### src/shared/strap_pkg.sv
// Constants for the reset strap loader and interrupt pass-through.
// Assumes a single clock domain; pins are synchronised before use.
// Summary of operation
// - Capture straps when PCI and local resets release.
// - Burst high, size1 low selects processor master.
// - EEPROM loads only if data and enable high.
// - Test selects low normally; 01 and 10 select test modes, 11 runs normally.
// - Master strap high during PCI reset sets bus-master.
// - Arbiter enabled only if strap high at release.
// - Bus-off strap forces target retry until software clears.
// - Host use: PCI interrupt drives local interrupt out.
// - Never drive autovector or transfer ack in acknowledge.
// - Adapter use: local interrupt forwarded to PCI interrupt.
// - Data strobe and DMA request outputs have no function.
// - Config select tied low: ignore configuration cycles.
// - Image select picks slave image under window select.
package strap_pkg;
   // Positions inside the synchronised pin vector
   localparam int SYNC_W       = 14;
   localparam int IX_PCIRST    = 0;
   localparam int IX_LOCRST    = 1;
   localparam int IX_BURST     = 2;
   localparam int IX_SIZE1     = 3;
   localparam int IX_SDATA     = 4;
   localparam int IX_EEPEN     = 5;
   localparam int IX_MSTEN     = 6;
   localparam int IX_ARBEN     = 7;
   localparam int IX_BUSOFF    = 8;
   localparam int IX_TEST0     = 9;
   localparam int IX_TEST1     = 10;
   localparam int IX_PCIINT    = 11;
   localparam int IX_LOCIRQ    = 12;
   localparam int IX_CFGSEL    = 13;
   // Values after reset
   // Both resets read as asserted, so no false release follows nrst
   localparam logic [13:0] SYNC_RST = 14'h1800;
   localparam logic        BIT_RST  = 1'h0;
   localparam int          TEST_W   = 2;
   // Test select encodings
   localparam logic [1:0]  TEST_NORMAL = 2'h0;
   localparam logic [1:0]  TEST_TRI    = 2'h1;
   localparam logic [1:0]  TEST_NAND   = 2'h2;
   typedef enum logic [1:0] {
      MODE_RUN,
      MODE_TRISTATE,
      MODE_NANDTREE
   } test_mode_t;
endpackage

### src/rtl/pin_sync.sv
// Two-stage synchroniser for a vector of independent level pins.
// Assumes each bit is a slow level; no multi-bit coherence is given.
`timescale 1ns/1ps
module pin_sync #(
   parameter int                 WIDTH = 1,
   parameter logic [WIDTH-1:0]   INIT  = '0
) (
   input  wire logic             clk,   // Core clock
   input  wire logic             nrst,  // Async reset, active low
   input  wire logic             ce,    // Clock enable
   input  wire logic [WIDTH-1:0] din,   // Asynchronous pins
   output logic      [WIDTH-1:0] dout   // Synchronised levels
);
   logic [WIDTH-1:0] stage1;

   if (WIDTH < 1) begin : g_width_check
      $error("pin_sync needs WIDTH >= 1");
   end

   // First stage feeds only the second stage
   always_ff @(posedge clk or negedge nrst) begin
      if (!nrst) begin
         stage1 <= INIT;
         dout   <= INIT;
      end else if (ce) begin
         stage1 <= din;
         dout   <= stage1;
      end
   end
endmodule

### src/rtl/bridge_reset_strap_and_irq_pass.sv
// Reset strap loader, host-bus access gating and interrupt pass-through.
// Assumes local bus signals share clk; straps and interrupts are async.
`timescale 1ns/1ps
module bridge_reset_strap_and_irq_pass (
   input  wire logic clk,                 // Core clock, 250 MHz
   input  wire logic nrst,                // Async reset, active low
   input  wire logic ce,                  // Clock enable
   input  wire logic pciResetN,           // PCI reset pin, active low
   input  wire logic localResetInN,       // Local reset pin, active low
   input  wire logic burstProgressStrap,  // Strap pin
   input  wire logic sizeBit1Strap,       // Strap pin
   input  wire logic serialDataStrap,     // Strap pin
   input  wire logic eepromEnableStrap,   // Strap pin
   input  wire logic [strap_pkg::TEST_W-1:0] testSelectStrap, // Test pins
   input  wire logic masterEnableStrap,   // Strap pin
   input  wire logic internalArbiterStrap, // Strap pin
   input  wire logic hostBusOffStrap,     // Strap pin
   input  wire logic hostBridgeUse,       // 1 host, 0 adapter card
   input  wire logic swSetBusMaster,      // Software sets bus-master
   input  wire logic swClearBusMaster,    // Software clears bus-master
   input  wire logic swClearBusOff,       // Software clears bus-off
   input  wire logic targetAccess,        // PCI target access pulse
   input  wire logic configCycle,         // PCI config cycle pulse
   input  wire logic configSelectPin,     // PCI config select pin
   input  wire logic intAckCycle,         // Interrupt acknowledge cycle
   input  wire logic bridgeWindowChipSelN, // Window select, active low
   input  wire logic slaveImageSelect,    // Image select
   input  wire logic pciIntInN,           // PCI interrupt pin input
   input  wire logic localIrqInN,         // Local interrupt pin input
   output logic      pciIntOut,           // PCI interrupt pin output
   output logic      pciIntOe,            // PCI interrupt pin enable
   output logic      localIrqOut,         // Local interrupt output
   output logic      localIrqOe,          // Local interrupt enable
   output logic      autovectorAckOe,     // Autovector ack enable
   output logic      transferAckOe,       // Transfer ack enable in IACK
   output logic      dataStrobeOutN,      // Unused strobe, held high
   output logic      dmaRequestOutN,      // Unused request, held high
   output logic      procMasterMode,      // Processor master mode
   output logic      eepromLoadEn,        // EEPROM load enabled
   output strap_pkg::test_mode_t testMode, // Test mode
   output logic      busMasterBit,        // Command bus-master bit
   output logic      internalArbiterEn,   // Internal arbiter on
   output logic      hostBusOff,          // Bus-off status bit
   output logic      targetRetry,         // Retry this target access
   output logic      configAccept,        // Claim config cycle
   output logic      image0Hit,           // Slave image 0 selected
   output logic      image1Hit            // Slave image 1 selected
);
   import strap_pkg::*;

   // ------------------------------------------------------------
   // Pin synchronisation
   // ------------------------------------------------------------
   logic [SYNC_W-1:0] pinRaw;
   logic [SYNC_W-1:0] pinSync;

   assign pinRaw = {configSelectPin, localIrqInN, pciIntInN,
                    testSelectStrap, hostBusOffStrap,
                    internalArbiterStrap, masterEnableStrap,
                    eepromEnableStrap, serialDataStrap, sizeBit1Strap,
                    burstProgressStrap, localResetInN, pciResetN};

   pin_sync #(
      .WIDTH (SYNC_W),
      .INIT  (SYNC_RST)
   ) u_sync (
      .clk  (clk),
      .nrst (nrst),
      .ce   (ce),
      .din  (pinRaw),
      .dout (pinSync)
   );

   // ------------------------------------------------------------
   // Reset event decode
   // ------------------------------------------------------------
   wire pciRstActive = !pinSync[IX_PCIRST];
   wire anyRstActive = !pinSync[IX_PCIRST] || !pinSync[IX_LOCRST];
   logic rstSeen;
   // Release only once both resets are high again
   wire rstRelease   = rstSeen && !anyRstActive;

   always_ff @(posedge clk or negedge nrst) begin
      if (!nrst) begin
         rstSeen <= 1'h1;
      end else if (ce) begin
         rstSeen <= anyRstActive;
      end
   end

   // ------------------------------------------------------------
   // Strap decode and capture
   // ------------------------------------------------------------
   wire next_procMaster = pinSync[IX_BURST] && !pinSync[IX_SIZE1];
   wire next_eepromLoad = pinSync[IX_SDATA] && pinSync[IX_EEPEN];

   always_ff @(posedge clk or negedge nrst) begin
      if (!nrst) begin
         procMasterMode    <= BIT_RST;
         eepromLoadEn      <= BIT_RST;
         internalArbiterEn <= BIT_RST;
      end else if (ce && rstRelease) begin
         procMasterMode    <= next_procMaster;
         eepromLoadEn      <= next_eepromLoad;
         internalArbiterEn <= pinSync[IX_ARBEN];
      end
   end

   // Bus-off: strap sets at release; a clear loses to that set
   always_ff @(posedge clk or negedge nrst) begin
      if (!nrst) begin
         hostBusOff <= BIT_RST;
      end else if (ce) begin
         if (rstRelease) begin
            hostBusOff <= pinSync[IX_BUSOFF];
         end else if (swClearBusOff) begin
            hostBusOff <= 1'h0;
         end
      end
   end

   // Bus-master bit follows the strap for the whole PCI reset
   always_ff @(posedge clk or negedge nrst) begin
      if (!nrst) begin
         busMasterBit <= BIT_RST;
      end else if (ce) begin
         if (pciRstActive) begin
            busMasterBit <= pinSync[IX_MSTEN];
         end else if (swSetBusMaster) begin
            busMasterBit <= 1'h1;
         end else if (swClearBusMaster) begin
            busMasterBit <= 1'h0;
         end
      end
   end

   // ------------------------------------------------------------
   // Test mode select
   // ------------------------------------------------------------
   wire [1:0] testSel = {pinSync[IX_TEST1], pinSync[IX_TEST0]};
   test_mode_t next_testMode;

   always_comb begin
      case (testSel)
         TEST_NORMAL: next_testMode = MODE_RUN;
         TEST_TRI:    next_testMode = MODE_TRISTATE;
         TEST_NAND:   next_testMode = MODE_NANDTREE;
         default:     next_testMode = MODE_RUN;
      endcase
   end

   always_ff @(posedge clk or negedge nrst) begin
      if (!nrst) begin
         testMode <= MODE_RUN;
      end else if (ce) begin
         testMode <= next_testMode;
      end
   end

   // Tester owns the pins in any test mode
   wire pinsLive = (testMode == MODE_RUN);

   // ------------------------------------------------------------
   // Access gating and image select
   // ------------------------------------------------------------
   assign targetRetry  = targetAccess && hostBusOff;
   assign configAccept = configCycle && pinSync[IX_CFGSEL];
   wire windowSel      = !bridgeWindowChipSelN;
   assign image0Hit    = windowSel && !slaveImageSelect;
   assign image1Hit    = windowSel && slaveImageSelect;

   // ------------------------------------------------------------
   // Interrupt pass-through (open drain, drive low to assert)
   // ------------------------------------------------------------
   wire pciIntAsserted   = !pinSync[IX_PCIINT];
   wire localIrqAsserted = !pinSync[IX_LOCIRQ];

   always_ff @(posedge clk or negedge nrst) begin
      if (!nrst) begin
         localIrqOe <= 1'h0;
         pciIntOe   <= 1'h0;
      end else if (ce) begin
         localIrqOe <= pinsLive && hostBridgeUse && pciIntAsserted;
         pciIntOe <= pinsLive && !hostBridgeUse && localIrqAsserted;
      end
   end

   assign localIrqOut = 1'h0;
   assign pciIntOut   = 1'h0;
   // Acknowledge cycle must be ended by outside logic
   assign autovectorAckOe = 1'h0;
   assign transferAckOe   = 1'h0;
   // No function in this mode; parked inactive
   assign dataStrobeOutN  = 1'h1;
   assign dmaRequestOutN  = 1'h1;

   // ------------------------------------------------------------
   // Checks
   // ------------------------------------------------------------
   property p_strap_hold;
      @(posedge clk) disable iff (!nrst)
      (ce && !rstRelease) |=> $stable(procMasterMode) && $stable(eepromLoadEn)
         && $stable(internalArbiterEn);
   endproperty
   a_strap_hold: assert property (p_strap_hold)
      else $error("Captured strap changed without reset release");

   property p_proc_mode;
      @(posedge clk) disable iff (!nrst)
      (ce && rstRelease) |=> procMasterMode ==
         ($past(pinSync[IX_BURST]) && !$past(pinSync[IX_SIZE1]));
   endproperty
   a_proc_mode: assert property (p_proc_mode)
      else $error("Processor master mode decoded wrongly");

   property p_eeprom;
      @(posedge clk) disable iff (!nrst)
      (ce && rstRelease && !pinSync[IX_SDATA]) |=> !eepromLoadEn;
   endproperty
   a_eeprom: assert property (p_eeprom)
      else $error("EEPROM load enabled with data strap low");

   property p_arb;
      @(posedge clk) disable iff (!nrst)
      (ce && rstRelease) |=> internalArbiterEn == $past(pinSync[IX_ARBEN]);
   endproperty
   a_arb: assert property (p_arb)
      else $error("Arbiter enable not taken from strap");

   property p_bm;
      @(posedge clk) disable iff (!nrst)
      (ce && pciRstActive && pinSync[IX_MSTEN]) |=> busMasterBit;
   endproperty
   a_bm: assert property (p_bm)
      else $error("Bus-master bit not set by strap");

   property p_retry;
      @(posedge clk) disable iff (!nrst)
      hostBusOff && targetAccess |-> targetRetry;
   endproperty
   a_retry: assert property (p_retry)
      else $error("Target access not retried while bus off");

   property p_busoff_set_wins;
      @(posedge clk) disable iff (!nrst)
      (ce && rstRelease && pinSync[IX_BUSOFF]) |=> hostBusOff;
   endproperty
   a_busoff_set_wins: assert property (p_busoff_set_wins)
      else $error("Bus-off strap lost at reset release");

   property p_host_irq;
      @(posedge clk) disable iff (!nrst)
      (ce && pinsLive && hostBridgeUse && pciIntAsserted) |=> localIrqOe;
   endproperty
   a_host_irq: assert property (p_host_irq)
      else $error("PCI interrupt not passed to local side");

   property p_card_irq;
      @(posedge clk) disable iff (!nrst)
      (ce && !hostBridgeUse) |=> !localIrqOe;
   endproperty
   a_card_irq: assert property (p_card_irq)
      else $error("Local interrupt driven in adapter use");

   property p_no_ack;
      @(posedge clk) disable iff (!nrst)
      intAckCycle |-> !autovectorAckOe && !transferAckOe;
   endproperty
   a_no_ack: assert property (p_no_ack)
      else $error("Acknowledge driven in interrupt cycle");

   property p_cfg;
      @(posedge clk) disable iff (!nrst)
      !pinSync[IX_CFGSEL] |-> !configAccept;
   endproperty
   a_cfg: assert property (p_cfg)
      else $error("Config cycle claimed with select low");

   property p_image;
      @(posedge clk) disable iff (!nrst)
      windowSel |-> (image1Hit == slaveImageSelect)
         && (image0Hit != image1Hit);
   endproperty
   a_image: assert property (p_image)
      else $error("Slave image select wrong");
endmodule

### config.mk
export PLATFORM = sky130hd
export DESIGN_NAME = bridge_reset_strap_and_irq_pass
export DESIGN_NICKNAME = d
export VERILOG_FILES = /design/src/shared/strap_pkg.sv /design/src/rtl/pin_sync.sv /design/src/rtl/bridge_reset_strap_and_irq_pass.sv
export SDC_FILE = /design/constraint.sdc
export NUM_CORES = 1
export LEC_CHECK = 0
export BUFFER_PORTS_ARGS = -buffer_cell sky130_fd_sc_hd__buf_2
export CAP_MARGIN = 10
export CELL_PAD_IN_SITES_DETAIL_PLACEMENT = 0
export CELL_PAD_IN_SITES_GLOBAL_PLACEMENT = 2
export CORE_MARGIN = 2
export CORE_UTILIZATION = 31
export CTS_CLUSTER_DIAMETER = 150
export DETAILED_ROUTE_END_ITERATION = 8
export HOLD_SLACK_MARGIN = 0.02
export PLACE_DENSITY = 0.71
export SYNTH_ARGS = -nofsm -noshare
export SYNTH_HDL_FRONTEND = slang
export SYNTH_SLANG_ARGS = --single-unit
### constraint.sdc
create_clock -name clk -period 1.35 [get_ports clk]
set_clock_uncertainty 0.2 [all_clocks]
set_input_delay 0.27 -clock clk [delete_from_list [all_inputs] [get_ports clk]]
set_output_delay 0.27 -clock clk [all_outputs]
set_load 0.05 [all_outputs]
==> results of run 1 <==
logic make-up (layout without fill, tap and decap cells):
logic type      Yosys count  after routing
flops                    38             38
mux                      29             29
simple gates             21             21
buf+inv                  13             66
compound gates           10             10
other cells               2              6
area by class of cell:
class / instances / area [um^2]
inverter: 3 / 11.3
multi-input combinational: 66 / 591
fill: 511 / 2900
clock buffer: 8 / 80.1
tap: 70 / 87.6
timing repair buffer: 55 / 449
sequential: 38 / 958
routing by layer:
metal	up-vias	part of all wire, %	track usage (%)
met5	-	0	0
met1	458	46	13.5
met3	6	4.6	3.55
li1	489	-	-
met2	26	47	16.0
met4	0	2.1	4.91
timing repair:
action | CTS | global route
resized for setup | 19 | 5
endpoints found under the setup margin | 11 | 10
hold buffers | 10 | 0
buffers inserted | 2 | 0
endpoints found under the hold margin | 47 | 0
worst max-delay path: stages, from the launching register on:
cell	delay, ns
dfrtp_2	0.41
and2_4	0.14
buf_8	0.14
worst paths after layout:
path                                         startpoint                             to  slack, ns  depth (start not counted)
setup reg to reg                    rstSeen$_DFFE_PN1P_  internalArbiterEn$_DFFE_PN0P_       0.06                          2
min in group asynchronous                          nrst   u_sync.stage1[8]$_DFFE_PN0P_       0.28                          3
setup / recovery                 hostBusOff$_DFFE_PN0P_                    targetRetry      -0.09                          2
hold reg to reg            u_sync.stage1[8]$_DFFE_PN0P_     u_sync.dout[8]$_DFFE_PN0P_       0.29                          2
hold / removal                        masterEnableStrap   u_sync.stage1[6]$_DFFE_PN0P_       0.03                          2
max in group asynchronous                          nrst  u_sync.stage1[12]$_DFFE_PN1P_       0.41                          3
report_power, final:
group / switching (mW) / internal [mW]
registers: 0.122 / 1.33
logic: 0.476 / 0.400
clock network: 0.351 / 0.366
total: 0.949 / 2.10
per-stage QoR:
| stage | instances | hold WS, ns |
|---|---|---|
| global route | 240 | 0.0319 |
| floorplan | 117 | -0.226 |
| finish | 240 | 0.0310 |
| CTS | 240 | 0.0210 |
| detailed placement | 220 | 0.0537 |
| global placement | 220 | 0.0469 |
state kept, by name, indices dropped and copies added, names as in the netlist:
register / count
internalArbiterEn: 1
testMode: 2
u_sync.stage1: 14
procMasterMode: 1
pciIntOe: 1
hostBusOff: 1
eepromLoadEn: 1
busMasterBit: 1
rstSeen: 1
localIrqOe: 1
u_sync.dout: 14
placed cells by master (no fill, tap or decap), types with 2 or more instances in the layout:
master and n:
buf_4 5, nand3_1 2, buf_6 9, clkbuf_1 3, dfrtp_1 32, buf_2 27
dfstp_2 5, inv_1 2, o21ai_1 2, buf_12 3, nor2_1 4, mux2_4 14
o21ai_0 3, o2bb2ai_1 2, dlygate4sd3_1 10, clkbuf_8 5, and2_4 2, conb_1 6
nand2_1 8, mux2_2 15
==> qor.txt, run 1 <==
Mapped Cells = 113
Setup CP Type = reg -> out
IO Pins = 45
RSZ-0062 raised after global routing = yes
Post-synthesis adder-cell area fraction = 0%
Initial antenna violation count = 0
Die footprint = 5800 um^2
Clock transition at path regs = 0.07 ns
Vias in the first global route = 970
Synth area leaders = dfrtp_1, mux2_4, mux2_2
Commonest cells post-synth = dfrtp_1, mux2_2, mux2_4, nand2_1, buf_4
Status = finished with violations
Clock sink count = 38
Fin. Hold Viols = 0
Synth Register Bits = 38
CTS Buf Count = 5
Die H = 76.2 um
Failing checks = setup timing
Mapped Area = 1620 um^2
Max_cap viols = 0
Critical path data arrival time = 0.97 ns
Yosys warning total = 0
Minimum clock period = 1.44 ns
Clk buf depth = 2
Proportion of synthesized area in mux cells = 23.5%
Number of detailed-route iterations in the first pass = 3
Dominant cell type by area after synthesis = dfrtp_1
Simple logic cell fraction of the synthesized area = 6.35%
Post-route ant nets = 0
Sequential share of the synthesized area = 59.3%
Initial core utilization = 31.8%
Fraction of layout instances using a drive strength above 1 = 53.5%
Post-detail-place hpwl = 1940 um
Port buffer count = 37
Largest family of logic cells by synthesized area = multiplexers
Pre-CTS WS = -0.0198 ns
Routed length per instance = 11.5 um
Total detailed-routing wirelength = 2770 um
Total core area = 5070 um^2
Ys async rst share = 100%
Dpl cell area = 1900 um^2
H-Tree Depth = 2
Peak supply drop = 0.000467 V
Area growth syn-to-layout = 34.8%
Slew Limit Fails = 0
EDFF count, synth = 0
Post-route DRC = 0
Cell Pwr Density = 1400 nW/um^2
PnR Total Power = 3.04 mW
Synth cell types = 24
GPL Wtd Cong = 0.693
Ant. Diodes = 0
Period utilisation layout = 106%
Yosys top cell area share = 51.1%
Grt total ovfl = 0
Row cnt = 26
Setup crit end kind = primary output
Final Cell Area = 2180 um^2
Global-route usage over all layers = 10.5%
Drt via density = 4.08
Total number of vias = 979
XOR/XNOR Fraction of Synth Area = 0%
Setup ws final = -0.0875 ns
Final number of setup-violating endpoints = 3
Root Driver = clkbuf_8
Clock latency on the worst-skew pair = 0.28 ns
First-pass GRT wire length = 4750 um
Synth Area per Inst = 14.3 um^2
Peak fanout along the critical path = 3
Compound-gate portion of the synthesized area = 4.18%
F_max = 696 MHz
Largest net degree at the start of global routing = 39
Final Util = 42.9%
Crit path launch type = flop
Worst EP required = 0.88 ns
DRT iter0 DRCs = 35
Count leader, synth = dfrtp_1
Fin nets = 195
Die W = 76.2 um
Main synth FF type = dfrtp_1
Final setup TNS = -0.155 ns
Leak = 1.03 nW
CTS tree = done
Hold Path Class = in -> reg
Power figures use the tool's default switching activity.
==> run 2, diff against run 1 <==
Settings changed: CELL_PAD_IN_SITES_GLOBAL_PLACEMENT 2 to 1, CORE_UTILIZATION 31 to 37.
==> run 2 against run 1 <==
  * The flow still finishes with violations (setup timing)
  * Maximum frequency about the same
  * Non-clock buffer count is 10 higher
  * Worst setup slack better by 0.00080 ns
==> qor.txt, run 2 (synthesis gave the netlist of run 1 again) <==
Status = finished with violations
Failing checks = setup timing
Max stage delay on crit path = 0.41 ns
Ant. Diodes = 0
Initial core utilization = 37.9%
Worst EP required = 0.88 ns
First-pass GRT wire length = 4930 um
Port buffer count = 37
Most frequent cells in the layout = dfrtp_1, buf_2, mux2_2, mux2_4, buf_4
Max_cap viols = 0
Slew Limit Fails = 0
Setup ws final = -0.0867 ns
Total core area = 4260 um^2
Fin. Hold Viols = 0
Total detailed-routing wirelength = 2840 um
Root Driver = clkbuf_8
Minimum clock period = 1.44 ns
Die H = 70.1 um
H-Tree Depth = 2
CTS tree = done
Initial antenna violation count = 0
Worst path cell trace = and2_4, buf_8
Pre-CTS WS = -0.0139 ns
Crit path launch type = flop
Commonest non-fill, non-tap cell in the layout = dfrtp_1
Largest regs = u_sync.dout x14, u_sync.stage1 x14, testMode x2
Final Util = 52.2%
FF+latch area = 958 um^2
IO Pins = 45
Clk buf depth = 2
Setup crit end kind = primary output
CTS Buf Count = 5
PnR Total Power = 3.13 mW
Clock latency on the worst-skew pair = 0.28 ns
Clock sink count = 38
Min Hold Slack = 0.0330 ns
Peak supply drop = 0.000660 V
DRT iter0 DRCs = 33
Post-route DRC = 0
Total number of vias = 1,045
Final number of setup-violating endpoints = 3
Critical path data arrival time = 0.97 ns
Drt via density = 4.52
Setup CP Type = reg -> out
Dpl cell area = 1900 um^2
Final setup TNS = -0.165 ns
Die footprint = 4910 um^2
Grt total ovfl = 0
Post-route ant nets = 0
CP max stage cell = dfrtp_2
Vias in the first global route = 1,091
Multi-input gate area = 591 um^2
Number of detailed-route iterations in the first pass = 4
Routed length per instance = 12.3 um
Area growth syn-to-layout = 37.9%
Post-detail-place hpwl = 2010 um
Hold Path Class = in -> reg
GPL Wtd Cong = 0.720
Row cnt = 24
Non-filler cells in the finished layout = 231
Largest net degree at the start of global routing = 39
CP Buf/Inv Count = 1
Family with the most delay on the worst path = flip-flops
Cell Pwr Density = 1410 nW/um^2
Global-route usage over all layers = 13.1%
F_max = 696 MHz
Period utilisation layout = 106%
Fin nets = 205
Final Cell Area = 2230 um^2
Die W = 70.1 um
Peak fanout along the critical path = 3
Leak = 1.07 nW
Post-Place Cells = 206
Fillers = 381
Clock transition at path regs = 0.07 ns
Fraction of layout instances using a drive strength above 1 = 55.3%
RSZ-0062 raised after global routing = yes
-- run 2: path summary, 6_finish.rpt --
check                      slack, ns  depth (start not counted)                             to                        from
setup / recovery               -0.09                          2                    targetRetry      hostBusOff$_DFFE_PN0P_
hold / removal                  0.03                          2   u_sync.stage1[3]$_DFFE_PN0P_               sizeBit1Strap
setup reg to reg                0.04                          2  internalArbiterEn$_DFFE_PN0P_         rstSeen$_DFFE_PN1P_
hold reg to reg                 0.28                          1        testMode[1]$_DFFE_PN0P_  u_sync.dout[9]$_DFFE_PN0P_
max in group asynchronous       0.40                          3    u_sync.dout[12]$_DFFE_PN1P_                        nrst
min in group asynchronous       0.29                          3     procMasterMode$_DFFE_PN0P_                        nrst
-- run 2: per-layer routing --
metal / vias up / GRT usage (%) / wire length, um
li1: 506 / - / -
met5: - / 0 / 0
met3: 2 / 4.62 / 148
met2: 25 / 21.8 / 1480
met1: 512 / 15.0 / 1190
met4: 0 / 6.41 / 32
-- run 2: power by group --
| group | switching [mW] | internal [mW] | leakage, nW |
|---|---|---|---|
| sequential | 0.118 | 1.33 | 0.449 |
| clock | 0.354 | 0.405 | 0.0443 |
| combinational | 0.494 | 0.435 | 0.578 |
| total | 0.965 | 2.17 | 1.07 |
-- run 2: worst register-to-register path, cell delays in order, from the launching register on --
cell     delay [ns]
dfstp_2        0.55
nand4_4        0.13
mux2_4         0.32
-- run 2: area by class of cell --
class / instances / area share [%]
repair buffers: 65 / 23.1
well taps: 52 / 2.92
inverters: 3 / 0.506
multi-input cells: 66 / 26.5
clock buffers: 7 / 3.88
flip-flops and latches: 38 / 43.0
-- run 2: what timing repair did --
action,CTS,global route
endpoints found under the setup margin,14,13
buffers inserted,4,1
gates resized for setup,19,6
hold buffers,13,0
endpoints found under the hold margin,50,0
pin swaps,0,0
==> run 3, diff against run 2 <==
Settings changed: BUFFER_PORTS_ARGS -buffer_cell sky130_fd_sc_hd__buf_2 to unset, CORE_UTILIZATION 37 to 44, DONT_BUFFER_PORTS set to 1, PLACE_DENSITY 0.71 to 0.69, SKIP_CTS_REPAIR_TIMING set to 1.
==> run 3 against run 2 <==
  * The flow finishes with violations (hold timing, setup timing)
  * Worst hold slack lost 0.55 ns
  * Largest cell class unchanged
  * Non-clock buffer count shrank 33
  * Combinational power shrank 16%
  * First-iteration DRC count down 27%
  * Highest routed layer unchanged
  * Via count fell by 12%
  * Critical path type unchanged
  * Clock power decreased by 8.3%
  * Register-to-register slack better by 0.03 ns
  * Flip-flop and latch count unchanged
  * Wire length down 7.3%
  * Global-route usage rose by 0.96 points
  * Maximum frequency is 2.3% higher
  * Sequential share of layout area grew 5.0 points
==> qor.txt, run 3 (synthesis gave the netlist of run 1 again) <==
DRT iter0 DRCs = 24
CP max stage cell = dfrtp_1
Total number of vias = 922
Drt via density = 4.75
Peak supply drop = 0.000801 V
Ant. Diodes = 0
Grt total ovfl = 0
Worst path cell trace = and2_4, buf_12
Leak = 0.915 nW
Post-route ant nets = 0
Min Hold Slack = -0.521 ns
Dpl cell area = 1710 um^2
Final Cell Area = 2000 um^2
Die H = 64.6 um
F_max = 712 MHz
Final number of setup-violating endpoints = 1
Die footprint = 4170 um^2
Failing checks = hold timing, setup timing
Crit. Startpoint = u_sync.dout[13]$_DFFE_PN0P_
Minimum clock period = 1.40 ns
Post-route DRC = 0
CP Buf/Inv Count = 1
Setup crit end kind = primary output
Commonest non-fill, non-tap cell in the layout = dfrtp_1
Clock latency on the worst-skew pair = 0.28 ns
Fraction of layout instances using a drive strength above 1 = 43.8%
R2R setup slack = 0.07 ns
Number of detailed-route iterations in the first pass = 3
GPL Wtd Cong = 0.665
Setup ws final = -0.0540 ns
Family with the most delay on the worst path = flip-flops
Clock transition at path regs = 0.06 ns
Max stage delay on crit path = 0.38 ns
Fin. Hold Viols = 70
Period utilisation layout = 104%
H-Tree Depth = 2
RSZ-0062 raised after global routing = yes
IO Pins = 45
R2R depth = 2
Root Driver = clkbuf_8
Largest net degree at the start of global routing = 40
Global-route usage over all layers = 14.1%
Initial antenna violation count = 0
Largest regs = u_sync.dout x14, u_sync.stage1 x14, testMode x2
R2r endpoint = internalArbiterEn$_DFFE_PN0P_
Critical path data arrival time = 0.93 ns
Fin nets = 172
Row cnt = 22
Max_cap viols = 0
Slew Limit Fails = 0
Hold Path Class = in -> async
Most frequent cells in the layout = dfrtp_1, mux2_2, dlygate4sd3_1, mux2_4, buf_4
Post-detail-place hpwl = 1730 um
Crit path launch type = flop
Die W = 64.6 um
Status = finished with violations
CTS tree = done
Peak fanout along the critical path = 2
Setup CP Type = reg -> out
Clock sink count = 38
Cell Pwr Density = 1470 nW/um^2
Total detailed-routing wirelength = 2640 um
First-pass GRT wire length = 4390 um
Worst EP required = 0.88 ns
Reg2Reg Launch Point = rstSeen$_DFFE_PN1P_
Total core area = 3610 um^2
CTS Buf Count = 5
Fillers = 332
Clk buf depth = 2
PnR Total Power = 2.94 mW
Area growth syn-to-layout = 23.7%
Port buffer count = 0
Routed length per instance = 13.6 um
Vias in the first global route = 945
Initial core utilization = 44.8%
run 3: cell type report:
| type | count | area, um^2 | share of cell area [%] |
|---|---|---|---|
| sequential | 38 | 960 | 48.0 |
| multi-input combinational | 66 | 582 | 29.1 |
| timing repair buffer | 32 | 309 | 15.5 |
| clock buffer | 7 | 76.3 | 3.82 |
| tap | 48 | 60.1 | 3.01 |
| inverter | 3 | 11.3 | 0.564 |
run 3: how the worst max path moves through the flow:
stage / to / slack (ns) / depth (start not counted)
6_report: configAccept / -0.05 / 2
3_3_place_gp: internalArbiterEn$_DFFE_PN0P_ / 0.08 / 2
4_1_cts: configAccept / -0.1 / 2
5_1_grt: configAccept / -0.09 / 2
3_5_place_dp: procMasterMode$_DFFE_PN0P_ / 0.06 / 3
2_1_floorplan: pciIntOe$_DFFE_PN0P_ / 0.009 / 2
run 3: layer usage:
| metal | share of wire (%) | track usage (%) |
|---|---|---|
| met1 | 42 | 16.6 |
| met2 | 51 | 23.0 |
| met3 | 5.7 | 5.56 |
| met4 | 1.6 | 5.59 |
| met5 | 0 | 0 |
run 3: report_power, final:
group	total, mW	switching [mW]	leakage (nW)	internal (mW)
clock	0.696	0.341	0.0383	0.355
sequential	1.46	0.130	0.447	1.33
combinational	0.784	0.415	0.429	0.369
run 3: stage by stage:
stage | setup WS, ns | hold slack (ns) | TNS (ns) | instances | utilization, %
6_report | -0.0540 | -0.521 | -0.0540 | 194 | 55.4
5_1_grt | -0.0948 | -0.547 | -0.157 | 194 | 55.4
3_5_place_dp | 0.0578 | -0.225 | 0 | 167 | 47.4
2_1_floorplan | 0.00896 | -0.226 | 0 | 117 | -
3_3_place_gp | 0.0835 | -0.225 | 0 | 167 | 47.4
4_1_cts | -0.0952 | -0.531 | -0.302 | 174 | 49.5
